<file path="src/lbc_pkg.sv">
// Shared constants and types of the chip-select local bus controller.
// Assumes registers are addressed by a 12-bit offset from the module base.
package lbc_pkg;

  localparam int NUM_SEL = 6;
  localparam int ADDR_W = 25;
  localparam int REG_ADDR_W = 12;

  // Register offsets from the module base
  localparam logic [11:0] BLOCK_OFS = 12'h300;
  localparam logic [11:0] OFS_BOOT = 12'h300;
  localparam logic [11:0] OFS_CFG_FIRST = 12'h304;
  localparam logic [11:0] OFS_CFG_LAST = 12'h314;
  localparam logic [11:0] OFS_CONTROL = 12'h318;
  localparam logic [11:0] OFS_STATUS = 12'h31c;
  localparam logic [2:0] IDX_CONTROL = 3'h6;
  localparam logic [2:0] IDX_STATUS = 3'h7;

  // Select configuration fields (bit 0 is the least significant bit)
  localparam int F_WAIT_PRESCALE_LSB = 24;
  localparam int F_WAITX_LSB = 16;
  localparam int B_MUX = 15;
  localparam int B_LATCH_LEN = 14;
  localparam int B_ACK_ACTIVE = 13;
  localparam int B_SEL_ENABLE = 12;
  localparam int F_AS_LSB = 10;
  localparam int F_DS_LSB = 8;
  localparam int F_BANK_LSB = 6;
  localparam int F_KIND_LSB = 4;
  localparam int B_WSWAP = 3;
  localparam int B_RSWAP = 2;
  localparam int B_WONLY = 1;
  localparam int B_RONLY = 0;
  localparam int BANK_AD_LSB = 25;

  // Control register fields
  localparam int B_EXT_FAULT = 31;
  localparam int B_REG_FAULT = 28;
  localparam int B_IRQ_UNUSED = 27;
  localparam int B_GLOBAL_EN = 24;
  localparam logic [31:0] CONTROL_WMASK = 32'h9900_0000;

  // Status register fields
  localparam int B_WRONLY_VIOL = 29;
  localparam int B_RDONLY_VIOL = 28;
  localparam int F_VSEL_LSB = 24;
  localparam int B_BAD_WR = 17;
  localparam int B_BAD_RD = 16;

  localparam logic [31:0] REG_RESET = 32'h0000_0000;

  // Field encodings
  localparam logic [1:0] SIZE_1 = 2'h0;
  localparam logic [1:0] SIZE_2 = 2'h1;
  localparam logic [1:0] SIZE_4 = 2'h3;
  localparam logic [1:0] AS_8 = 2'h0;
  localparam logic [1:0] AS_16 = 2'h1;
  localparam logic [1:0] AS_24 = 2'h2;
  localparam logic [24:0] MASK_8 = 25'h000_00ff;
  localparam logic [24:0] MASK_16 = 25'h000_ffff;
  localparam logic [24:0] MASK_24 = 25'h0ff_ffff;
  localparam logic [24:0] MASK_25 = 25'h1ff_ffff;
  localparam logic [1:0] KIND_BASE = 2'h0;
  localparam logic [1:0] KIND_PRESCALE_WR = 2'h1;
  localparam logic [1:0] KIND_COMBINED = 2'h3;
  localparam logic [1:0] LATCH_ONE = 2'h1;
  localparam logic [1:0] LATCH_TWO = 2'h2;
  localparam logic [15:0] WAIT_MIN = 16'h0001;

  typedef enum logic [2:0] {
    ST_IDLE = 3'b001,
    ST_LATCH = 3'b010,
    ST_WAIT = 3'b100
  } bus_state_t;

  typedef struct packed {
    logic [NUM_SEL-1:0][31:0] cfg;
    logic [31:0] control;
    logic [31:0] status;
    logic [31:0] reg_rdata;
    logic reg_ack;
    logic reg_err;
    bus_state_t st;
    logic [31:0] cur;
    logic [31:0] cur_wdata;
    logic [NUM_SEL-1:0] cur_sel_mask;
    logic cur_wr;
    logic [1:0] cur_size;
    logic [15:0] wait_cnt;
    logic [1:0] latch_cnt;
    logic [31:0] ad_out;
    logic ad_oe;
    logic [ADDR_W-1:0] ext_addr;
    logic latch_strobe_n;
    logic [NUM_SEL-1:0] select_line_n;
    logic rd_n;
    logic wr_n;
    logic [31:0] acc_rdata;
    logic acc_done;
    logic acc_err;
  } ctrl_state_t;

endpackage : lbc_pkg

</file>
<file path="src/swap_if.sv">
// Connection between the controller and a byte-order unit.
// Assumes both ends sit in the same clock domain; the unit is combinational.
`timescale 1ns/1ps
`default_nettype none
interface swap_if;
  logic [31:0] data_in;
  logic [1:0] size;
  logic [1:0] port_size;
  logic enable;
  logic [31:0] data_out;
  modport unit (input data_in, input size, input port_size, input enable,
    output data_out);
  modport user (output data_in, output size, output port_size,
    output enable, input data_out);
endinterface : swap_if
`default_nettype wire

</file>
<file path="src/byte_swap.sv">
// Byte-order reversal sized by the current transaction.
// Assumes size codes from lbc_pkg; no state.
`timescale 1ns/1ps
`default_nettype none
module byte_swap
  import lbc_pkg::*;
(
  swap_if.unit sw
);
  always_comb begin
    sw.data_out = sw.data_in;
    // Byte-wide peripherals are never swapped
    if (sw.enable && sw.port_size != SIZE_1) begin
      case (sw.size)
        SIZE_2: sw.data_out = {sw.data_in[31:16], sw.data_in[7:0],
          sw.data_in[15:8]};
        SIZE_4: sw.data_out = {sw.data_in[7:0], sw.data_in[15:8],
          sw.data_in[23:16], sw.data_in[31:24]};
        default: sw.data_out = sw.data_in;
      endcase
    end
  end
endmodule : byte_swap
`default_nettype wire

</file>
<file path="src/pin_sync.sv">
// Three-stage input synchroniser with agreement filter.
// Assumes d is asynchronous to clk; q changes once stages two and three agree.
`timescale 1ns/1ps
`default_nettype none
module pin_sync #(
  parameter int W = 1,
  parameter logic [W-1:0] RST = '0
) (
  input wire logic clk,
  input wire logic arst_n,
  input wire logic [W-1:0] d,
  output logic [W-1:0] q
);
  typedef struct packed {
    logic [W-1:0] s1;
    logic [W-1:0] s2;
    logic [W-1:0] s3;
    logic [W-1:0] q;
  } sync_state_t;

  sync_state_t s;
  sync_state_t next_s;

  always_comb begin
    next_s = s;
    next_s.s1 = d;
    next_s.s2 = s.s1;
    next_s.s3 = s.s2;
    if (s.s2 == s.s3) begin
      next_s.q = s.s3;
    end
  end

  always_ff @(posedge clk or negedge arst_n) begin
    if (!arst_n) begin
      s <= {4{RST}};
    end else begin
      s <= next_s;
    end
  end

  assign q = s.q;
endmodule : pin_sync
`default_nettype wire

</file>
<file path="src/chip_select_local_bus_ctrl.sv">
// Chip-select controller for ROM, SRAM and flash on the local bus.
// Assumes one clock; register and access ports come from on-chip logic on clk.
`timescale 1ns/1ps
`default_nettype none
module chip_select_local_bus_ctrl
  import lbc_pkg::*;
(
  input wire logic clk,
  input wire logic arst_n,
  input wire logic reg_req,
  input wire logic reg_write,
  input wire logic [REG_ADDR_W-1:0] reg_addr,
  input wire logic [31:0] reg_wdata,
  output logic [31:0] reg_rdata,
  output logic reg_ack,
  output logic reg_err,
  input wire logic acc_req,
  input wire logic acc_write,
  input wire logic [2:0] acc_sel,
  input wire logic [1:0] acc_size,
  input wire logic [ADDR_W-1:0] acc_addr,
  input wire logic [31:0] acc_wdata,
  output logic [31:0] acc_rdata,
  output logic acc_done,
  output logic acc_err,
  input wire logic [31:0] ad_in,
  output logic [31:0] ad_out,
  output logic ad_oe,
  output logic [ADDR_W-1:0] ext_addr,
  output logic latch_strobe_n,
  output logic [NUM_SEL-1:0] select_line_n,
  output logic rd_n,
  output logic wr_n,
  input wire logic ack_n
);
  ctrl_state_t s;
  ctrl_state_t next_s;
  logic [31:0] ad_in_sync;
  logic ack_n_sync;

  swap_if wsw ();
  swap_if rsw ();

  pin_sync #(.W(32), .RST(32'h0000_0000)) u_ad_sync (
    .clk(clk),
    .arst_n(arst_n),
    .d(ad_in),
    .q(ad_in_sync)
  );

  pin_sync #(.W(1), .RST(1'b1)) u_ack_sync (
    .clk(clk),
    .arst_n(arst_n),
    .d(ack_n),
    .q(ack_n_sync)
  );

  byte_swap u_wr_swap (.sw(wsw.unit));
  byte_swap u_rd_swap (.sw(rsw.unit));

  logic [31:0] req_cfg;
  assign req_cfg = (acc_sel < 3'(NUM_SEL)) ? s.cfg[acc_sel] : REG_RESET;

  // Write data swapped as it is accepted
  assign wsw.data_in = acc_wdata;
  assign wsw.size = acc_size;
  assign wsw.port_size = req_cfg[F_DS_LSB +: 2];
  assign wsw.enable = req_cfg[B_WSWAP];
  // Read data swapped as it is captured
  assign rsw.data_in = ad_in_sync;
  assign rsw.size = s.cur_size;
  assign rsw.port_size = s.cur[F_DS_LSB +: 2];
  assign rsw.enable = s.cur[B_RSWAP];

  always_comb begin
    logic reg_hit;
    logic [2:0] idx;
    logic sel_en;
    logic denied;
    logic [7:0] wp;
    logic [7:0] wx;
    logic [1:0] kind;
    logic [15:0] wcount;
    logic [24:0] amask;
    logic early_end;
    reg_hit = 1'b0;
    idx = 3'h0;
    sel_en = 1'b0;
    denied = 1'b0;
    wp = req_cfg[F_WAIT_PRESCALE_LSB +: 8];
    wx = req_cfg[F_WAITX_LSB +: 8];
    kind = req_cfg[F_KIND_LSB +: 2];
    wcount = WAIT_MIN;
    amask = MASK_25;
    early_end = 1'b0;
    next_s = s;
    next_s.reg_ack = 1'b0;
    next_s.reg_err = 1'b0;
    next_s.acc_done = 1'b0;
    next_s.acc_err = 1'b0;

    // Register port: one answer per request, next cycle
    reg_hit = reg_addr[11:5] == BLOCK_OFS[11:5] &&
      reg_addr[1:0] == 2'h0;
    idx = reg_addr[4:2];
    if (reg_req && !s.reg_ack && !s.reg_err) begin
      if (reg_hit) begin
        next_s.reg_ack = 1'b1;
        if (reg_write) begin
          if (idx < 3'(NUM_SEL)) begin
            next_s.cfg[idx] = reg_wdata;
          end else if (idx == IDX_CONTROL) begin
            // Interrupt enable is storage only
            next_s.control = reg_wdata & CONTROL_WMASK;
          end else begin
            next_s.status[B_WRONLY_VIOL] = s.status[B_WRONLY_VIOL] &
              ~reg_wdata[B_WRONLY_VIOL];
            next_s.status[B_RDONLY_VIOL] = s.status[B_RDONLY_VIOL] &
              ~reg_wdata[B_RDONLY_VIOL];
            next_s.status[B_BAD_WR] = s.status[B_BAD_WR] &
              ~reg_wdata[B_BAD_WR];
            next_s.status[B_BAD_RD] = s.status[B_BAD_RD] &
              ~reg_wdata[B_BAD_RD];
          end
        end else begin
          if (idx < 3'(NUM_SEL)) begin
            next_s.reg_rdata = s.cfg[idx];
          end else if (idx == IDX_CONTROL) begin
            next_s.reg_rdata = s.control;
          end else begin
            next_s.reg_rdata = s.status;
          end
        end
      end else begin
        // Unimplemented register: flag it, alter nothing else
        next_s.reg_rdata = REG_RESET;
        if (s.control[B_REG_FAULT]) begin
          next_s.reg_err = 1'b1;
        end else begin
          next_s.reg_ack = 1'b1;
        end
        if (reg_write) begin
          next_s.status[B_BAD_WR] = 1'b1;
        end else begin
          next_s.status[B_BAD_RD] = 1'b1;
        end
      end
    end

    // Wait count by direction and kind
    if (acc_write) begin
      case (kind)
        KIND_BASE: wcount = {8'h00, wx};
        KIND_PRESCALE_WR: wcount = {8'h00, wp};
        default: wcount = {wp, wx};
      endcase
    end else begin
      wcount = (kind == KIND_COMBINED) ? {wp, wx} : {8'h00, wx};
    end
    if (wcount == 16'h0000) begin
      wcount = WAIT_MIN;
    end

    case (req_cfg[F_AS_LSB +: 2])
      AS_8: amask = MASK_8;
      AS_16: amask = MASK_16;
      AS_24: amask = MASK_24;
      default: amask = MASK_25;
    endcase

    sel_en = req_cfg[B_SEL_ENABLE] &&
      (s.control[B_GLOBAL_EN] || acc_sel == 3'h0);
    denied = (acc_write && req_cfg[B_RONLY]) ||
      (!acc_write && req_cfg[B_WONLY]);
    early_end = s.cur[B_MUX] && s.cur[B_ACK_ACTIVE] && !ack_n_sync;

    case (s.st)
      ST_IDLE: begin
        if (acc_req && !s.acc_done && !s.acc_err) begin
          if (denied) begin
            // No peripheral cycle for a denied access
            next_s.acc_err = s.control[B_EXT_FAULT];
            next_s.acc_done = !s.control[B_EXT_FAULT];
            next_s.acc_rdata = REG_RESET;
            if (acc_write) begin
              next_s.status[B_RDONLY_VIOL] = 1'b1;
            end else begin
              next_s.status[B_WRONLY_VIOL] = 1'b1;
            end
            next_s.status[F_VSEL_LSB +: 3] = acc_sel;
          end else if (!sel_en) begin
            next_s.acc_done = 1'b1;
            next_s.acc_rdata = REG_RESET;
          end else begin
            next_s.cur = req_cfg;
            next_s.cur_wr = acc_write;
            next_s.cur_size = acc_size;
            next_s.wait_cnt = wcount;
            next_s.select_line_n = {NUM_SEL{1'b1}};
            if (req_cfg[B_MUX]) begin
              next_s.st = ST_LATCH;
              next_s.latch_strobe_n = 1'b0;
              next_s.latch_cnt = req_cfg[B_LATCH_LEN] ? LATCH_TWO
                : LATCH_ONE;
              next_s.ext_addr = acc_addr;
              next_s.ad_out = REG_RESET;
              next_s.ad_out[ADDR_W-1:0] = acc_addr;
              next_s.ad_out[BANK_AD_LSB +: 2] =
                req_cfg[F_BANK_LSB +: 2];
              next_s.ad_oe = 1'b1;
            end else begin
              next_s.st = ST_WAIT;
              next_s.ext_addr = acc_addr & amask;
              next_s.select_line_n[acc_sel] = 1'b0;
              next_s.rd_n = acc_write;
              next_s.wr_n = !acc_write;
              next_s.ad_out = wsw.data_out;
              next_s.ad_oe = acc_write;
            end
            next_s.cur_wdata = wsw.data_out;
            next_s.cur_sel_mask = {NUM_SEL{1'b1}};
            next_s.cur_sel_mask[acc_sel] = 1'b0;
          end
        end
      end
      ST_LATCH: begin
        if (s.latch_cnt == LATCH_ONE) begin
          // End of strobe: bus turns to data and select goes active
          next_s.st = ST_WAIT;
          next_s.latch_strobe_n = 1'b1;
          next_s.select_line_n = s.cur_sel_mask;
          next_s.rd_n = s.cur_wr;
          next_s.wr_n = !s.cur_wr;
          next_s.ad_out = s.cur_wdata;
          next_s.ad_oe = s.cur_wr;
        end else begin
          next_s.latch_cnt = s.latch_cnt - LATCH_ONE;
        end
      end
      ST_WAIT: begin
        if (s.wait_cnt == WAIT_MIN || early_end) begin
          next_s.st = ST_IDLE;
          next_s.select_line_n = {NUM_SEL{1'b1}};
          next_s.rd_n = 1'b1;
          next_s.wr_n = 1'b1;
          next_s.ad_oe = 1'b0;
          next_s.acc_done = 1'b1;
          next_s.acc_rdata = s.cur_wr ? REG_RESET : rsw.data_out;
        end else begin
          next_s.wait_cnt = s.wait_cnt - WAIT_MIN;
        end
      end
      default: begin
        next_s.st = ST_IDLE;
        next_s.select_line_n = {NUM_SEL{1'b1}};
        next_s.latch_strobe_n = 1'b1;
        next_s.rd_n = 1'b1;
        next_s.wr_n = 1'b1;
        next_s.ad_oe = 1'b0;
      end
    endcase
  end

  always_ff @(posedge clk or negedge arst_n) begin
    if (!arst_n) begin
      s <= '0;
      s.st <= ST_IDLE;
      s.latch_strobe_n <= 1'b1;
      s.select_line_n <= {NUM_SEL{1'b1}};
      s.rd_n <= 1'b1;
      s.wr_n <= 1'b1;
    end else begin
      s <= next_s;
    end
  end

  assign reg_rdata = s.reg_rdata;
  assign reg_ack = s.reg_ack;
  assign reg_err = s.reg_err;
  assign acc_rdata = s.acc_rdata;
  assign acc_done = s.acc_done;
  assign acc_err = s.acc_err;
  assign ad_out = s.ad_out;
  assign ad_oe = s.ad_oe;
  assign ext_addr = s.ext_addr;
  assign latch_strobe_n = s.latch_strobe_n;
  assign select_line_n = s.select_line_n;
  assign rd_n = s.rd_n;
  assign wr_n = s.wr_n;
endmodule : chip_select_local_bus_ctrl
`default_nettype wire

</file>
<file path="config.mk">
export PLATFORM = sky130hd
export DESIGN_NAME = chip_select_local_bus_ctrl
export DESIGN_NICKNAME = d
export VERILOG_FILES = /design/src/lbc_pkg.sv /design/src/swap_if.sv /design/src/byte_swap.sv /design/src/pin_sync.sv /design/src/chip_select_local_bus_ctrl.sv
export SDC_FILE = /design/constraint.sdc
export NUM_CORES = 1
export LEC_CHECK = 0
export BUFFER_PORTS_ARGS = -buffer_cell sky130_fd_sc_hd__buf_2
export CAP_MARGIN = 30
export CORE_ASPECT_RATIO = 1.2
export CORE_MARGIN = 5
export CORE_UTILIZATION = 60
export CTS_CLUSTER_DIAMETER = 30
export DETAILED_ROUTE_END_ITERATION = 16
export PLACE_DENSITY = 0.78
export REMOVE_ABC_BUFFERS = 1
export SLEW_MARGIN = 20
export SYNTH_ARGS = -nofsm -noshare
export SYNTH_HDL_FRONTEND = slang
export SYNTH_HIERARCHICAL = 1
export SYNTH_SLANG_ARGS = --single-unit
</file>
<file path="constraint.sdc">
create_clock -name clk -period 5.6 [get_ports clk]
set_input_delay 1.12 -clock clk [delete_from_list [all_inputs] [get_ports clk]]
set_output_delay 1.12 -clock clk [all_outputs]
set_load 0.005 [all_outputs]
</file>
==> results.ini <==
[grt]
grt_start_max_net_pins = 123
overflow = 0
antenna_found_initial = 14
grt_pass1_wl_mm = 111
grt_pass1_vias = 19800
grt_usage_pct = 29.5

[power]
clockPowerShare_pct = 60.1
powerDensity_nw_per_um2 = 359
finalPower_mw = 11.0
pwr-share-seq_pct = 36.2
swShare_pct = 22.7
p_int_mw = 8.48
p_leak_nw = 14.9
combPwrFrac_pct = 3.7
switchingPower_mw = 2.49
peakVddDrop_mv = 0.253

[worst_setup_path]
slowest_stage = o211a_1
cp.arrival_ps = 4530
worstRegToRegCells = 8
crit_top_cell = mux2_2
cp-end-kind = flip-flop
max_stage_delay_ps = 870
cp-start-kind = input pin
r2r_end = ad_out[5]
r2r_setup_slack_ps = 2340
crit_type = input pin to flip-flop
crit_chain = buf_2 -> and2_1 -> a21oi_1 -> o22ai_1 -> o211a_1 -> mux2_2 -> mux2_2 -> a221oi_1 -> nor2_1
required_ps = 6090
cp_max_fo = 28
regToRegStartpoint = s[462]

[synth]
syn_inst = 2185
synth_seq_cells = 537
synth_edf_count = 0
ys_seq_area_share_pct = 51.7
yosys.cell_types.count = 72
synth_flop_cell = dfrtp_1
netlist_area_um2 = 26000
async_flop_share_pct = 100
synth.avg_cell_area_um2 = 11.9
ys_warn_count = 6

[route]
firstDrtPassIters = 5
via_count = 18800
wl_per_cell_um = 24.1
vias_per_cell = 6.34
ant_nets = 0
wirelength_mm = 71.5
drt-initial-drc-count = 1560
drc = 0

[run]
cap_violations = 0

[worst_hold_path]
min_from = u_ad_sync/next_s[74]
hold_path.class = flip-flop to flip-flop
hold_depth = 0
whs_endpoint = u_ad_sync/next_s[42]

[clock_tree]
worstSkewPairLatency_ps = 640
clk_pin_slew_worst_paths_ps = 50
cts_made_buffers = 103
cts_resized = 0
cts_tree = yes
root_buffer = clkbuf_16
postCtsSetupBuffers = 0
cts_hold_buf = 0
cts_max_level = 3
clock_sinks = 537
cts_buffer_depth = 3

[sta]
setup_tns_ps = 0
grt_setup_unrepaired = no
slew_viol_final = 0
tightestPinTransition_ps = 1050
min_period_over_period_pct = 72.2
skew_ps = 36.8
period_needed_ps = 4040
fin_ws_ps = 1560
timing.fmax_mhz = 247
hold_viol = 0
setup_violations = 0
slew_headroom_pct = 30.2

[die]
core_um2 = 42900
fp.dieW_um = 200
start_util_pct = 60.6
dieArea_um2 = 47600
pin_count = 280
num_rows = 83
die_h_um = 238

[place]
routabilityCongestion = 0.890
hpwl_mm = 44.8
place_ws_ps = 1110
port-buffer-count = 279
dpl.cell_count = 2768
place_area_um2 = 26700

[run_status]
status = finished, final reports clean

[cells_and_area]
stdcell_area_um2 = 30500
drive_above_1_share_pct = 39.4
final_cells = 2967
area_growth_pct = 17.4
nets = 2470

-- cell families after synthesis --
| kind of cell | after synthesis | share of synthesized area, % |
|---|---|---|
| flip-flops | 537 | 51.7 |
| AND/OR/NAND/NOR | 460 | 7.81 |
| multiplexers | 427 | 19.6 |
| AO/OA/AOI/OAI | 419 | 12.0 |
| buffers and inverters | 304 | 7.43 |
| XOR/XNOR | 32 | 1.08 |
| adder cells (fa/ha/maj) | 6 | 0.274 |
-- power by group through the flow --
stage	clock (mW)	sequential [mW]	combinational, mW
5_1_grt	6.85	3.97	0.439
2_1_floorplan	0	4.02	0.132
3_3_place_gp	0	4.03	0.390
3_5_place_dp	0	4.03	0.401
4_1_cts	6.64	3.97	0.406
6_report	6.59	3.97	0.408
-- state kept, by name, indices dropped and copies added, names as in the netlist, 2 cells and up --
name / count
s: 265
u_ad_sync/next_s: 64
acc_rdata: 32
ad_out: 32
reg_rdata: 32
u_ad_sync/q: 32
u_ad_sync/s: 32
ext_addr: 25
select_line_n: 6
rsw.port_size: 2
rsw.size: 2
u_ack_sync/next_s: 2
-- cells in the mapped netlist (6+ instances only) --
| library cell | number | area share [%] |
|---|---|---|
| a21o_1 | 10 | 0.29 |
| a21oi_1 | 46 | 0.89 |
| a221o_1 | 22 | 0.85 |
| a221oi_1 | 61 | 2.1 |
| a22o_1 | 66 | 2.2 |
| a22oi_1 | 50 | 1.4 |
| a31oi_1 | 13 | 0.31 |
| a32oi_1 | 8 | 0.27 |
| and2_1 | 10 | 0.24 |
| and3_1 | 6 | 0.14 |
| buf_1 | 24 | 0.35 |
| buf_2 | 36 | 0.69 |
| buf_4 | 163 | 4.7 |
| buf_6 | 12 | 0.52 |
| clkbuf_1 | 55 | 0.79 |
| dfrtp_1 | 523 | 50 |
| dfstp_2 | 14 | 1.4 |
| inv_1 | 10 | 0.14 |
| mux2_2 | 315 | 14 |
| mux2_4 | 70 | 4.0 |
| mux2i_1 | 35 | 1.3 |
| mux4_2 | 7 | 0.61 |
| nand2_1 | 237 | 3.4 |
| nand2b_1 | 8 | 0.19 |
| nand3_1 | 22 | 0.42 |
| nand3b_1 | 8 | 0.23 |
| nand4_1 | 11 | 0.26 |
| nor2_1 | 109 | 1.6 |
| nor2b_1 | 10 | 0.24 |
| nor3_1 | 12 | 0.23 |
| o21a_1 | 9 | 0.26 |
| o21ai_0 | 78 | 1.5 |
| o22ai_1 | 7 | 0.17 |
| xnor2_1 | 32 | 1.1 |
-- how the worst max path moves through the flow --
stage	startpoint	to	slack, ps	cells after the start
after floorplan	acc_sel[1]	ad_out[25]	160	7
after CTS	acc_sel[1]	ad_out[5]	1690	9
final	acc_sel[1]	ad_out[5]	1560	9
after global placement	acc_sel[1]	ad_out[0]	1220	9
after detailed placement	acc_sel[1]	ad_out[5]	1110	9
after global routing	acc_sel[1]	ad_out[5]	1470	9
-- metrics by stage --
step | util (%) | hold WS [ps]
floorplan | - | 331
global route | 71.1 | 352
global placement | 62.1 | 333
finish | 71.2 | 340
CTS | 71.1 | 342
detailed placement | 62.4 | 335
-- routing by layer --
layer / track usage [%] / routed length [µm]
met1: 37.1 / 27400
met2: 47.9 / 35000
met3: 6.68 / 5740
met4: 14.9 / 3360
met5: 0 / 55
-- worst max-delay path: cells and delay by family --
kind                   cells  cell delay, ps
AO/OA/AOI/OAI              4            1770
buffers and inverters      1             490
AND/OR/NAND/NOR            2             420
multiplexers               2             690
-- cells in the final DEF, fill, tap and decap left out, types with 45 or more instances in the layout --
cell         n
dfrtp_1    523
mux2_2     315
buf_2      278
nand2_1    233
nor2_1     107
clkbuf_16  106
o21ai_0     78
mux2_4      70
a22o_1      66
a221oi_1    61
a22oi_1     50
a21oi_1     45
-- layout make-up --
type,instances,area [µm²]
Antenna cell,10,25.0
Clock buffer,119,2800
Inverter,10,37.5
Sequential cell,537,13500
Multi-Input combinational cell,1344,10700
Clock inverter,70,960
Timing Repair Buffer,325,1860
Tap cell,552,691
Fill cell,2843,12400
Power figures use the tool's default switching activity.
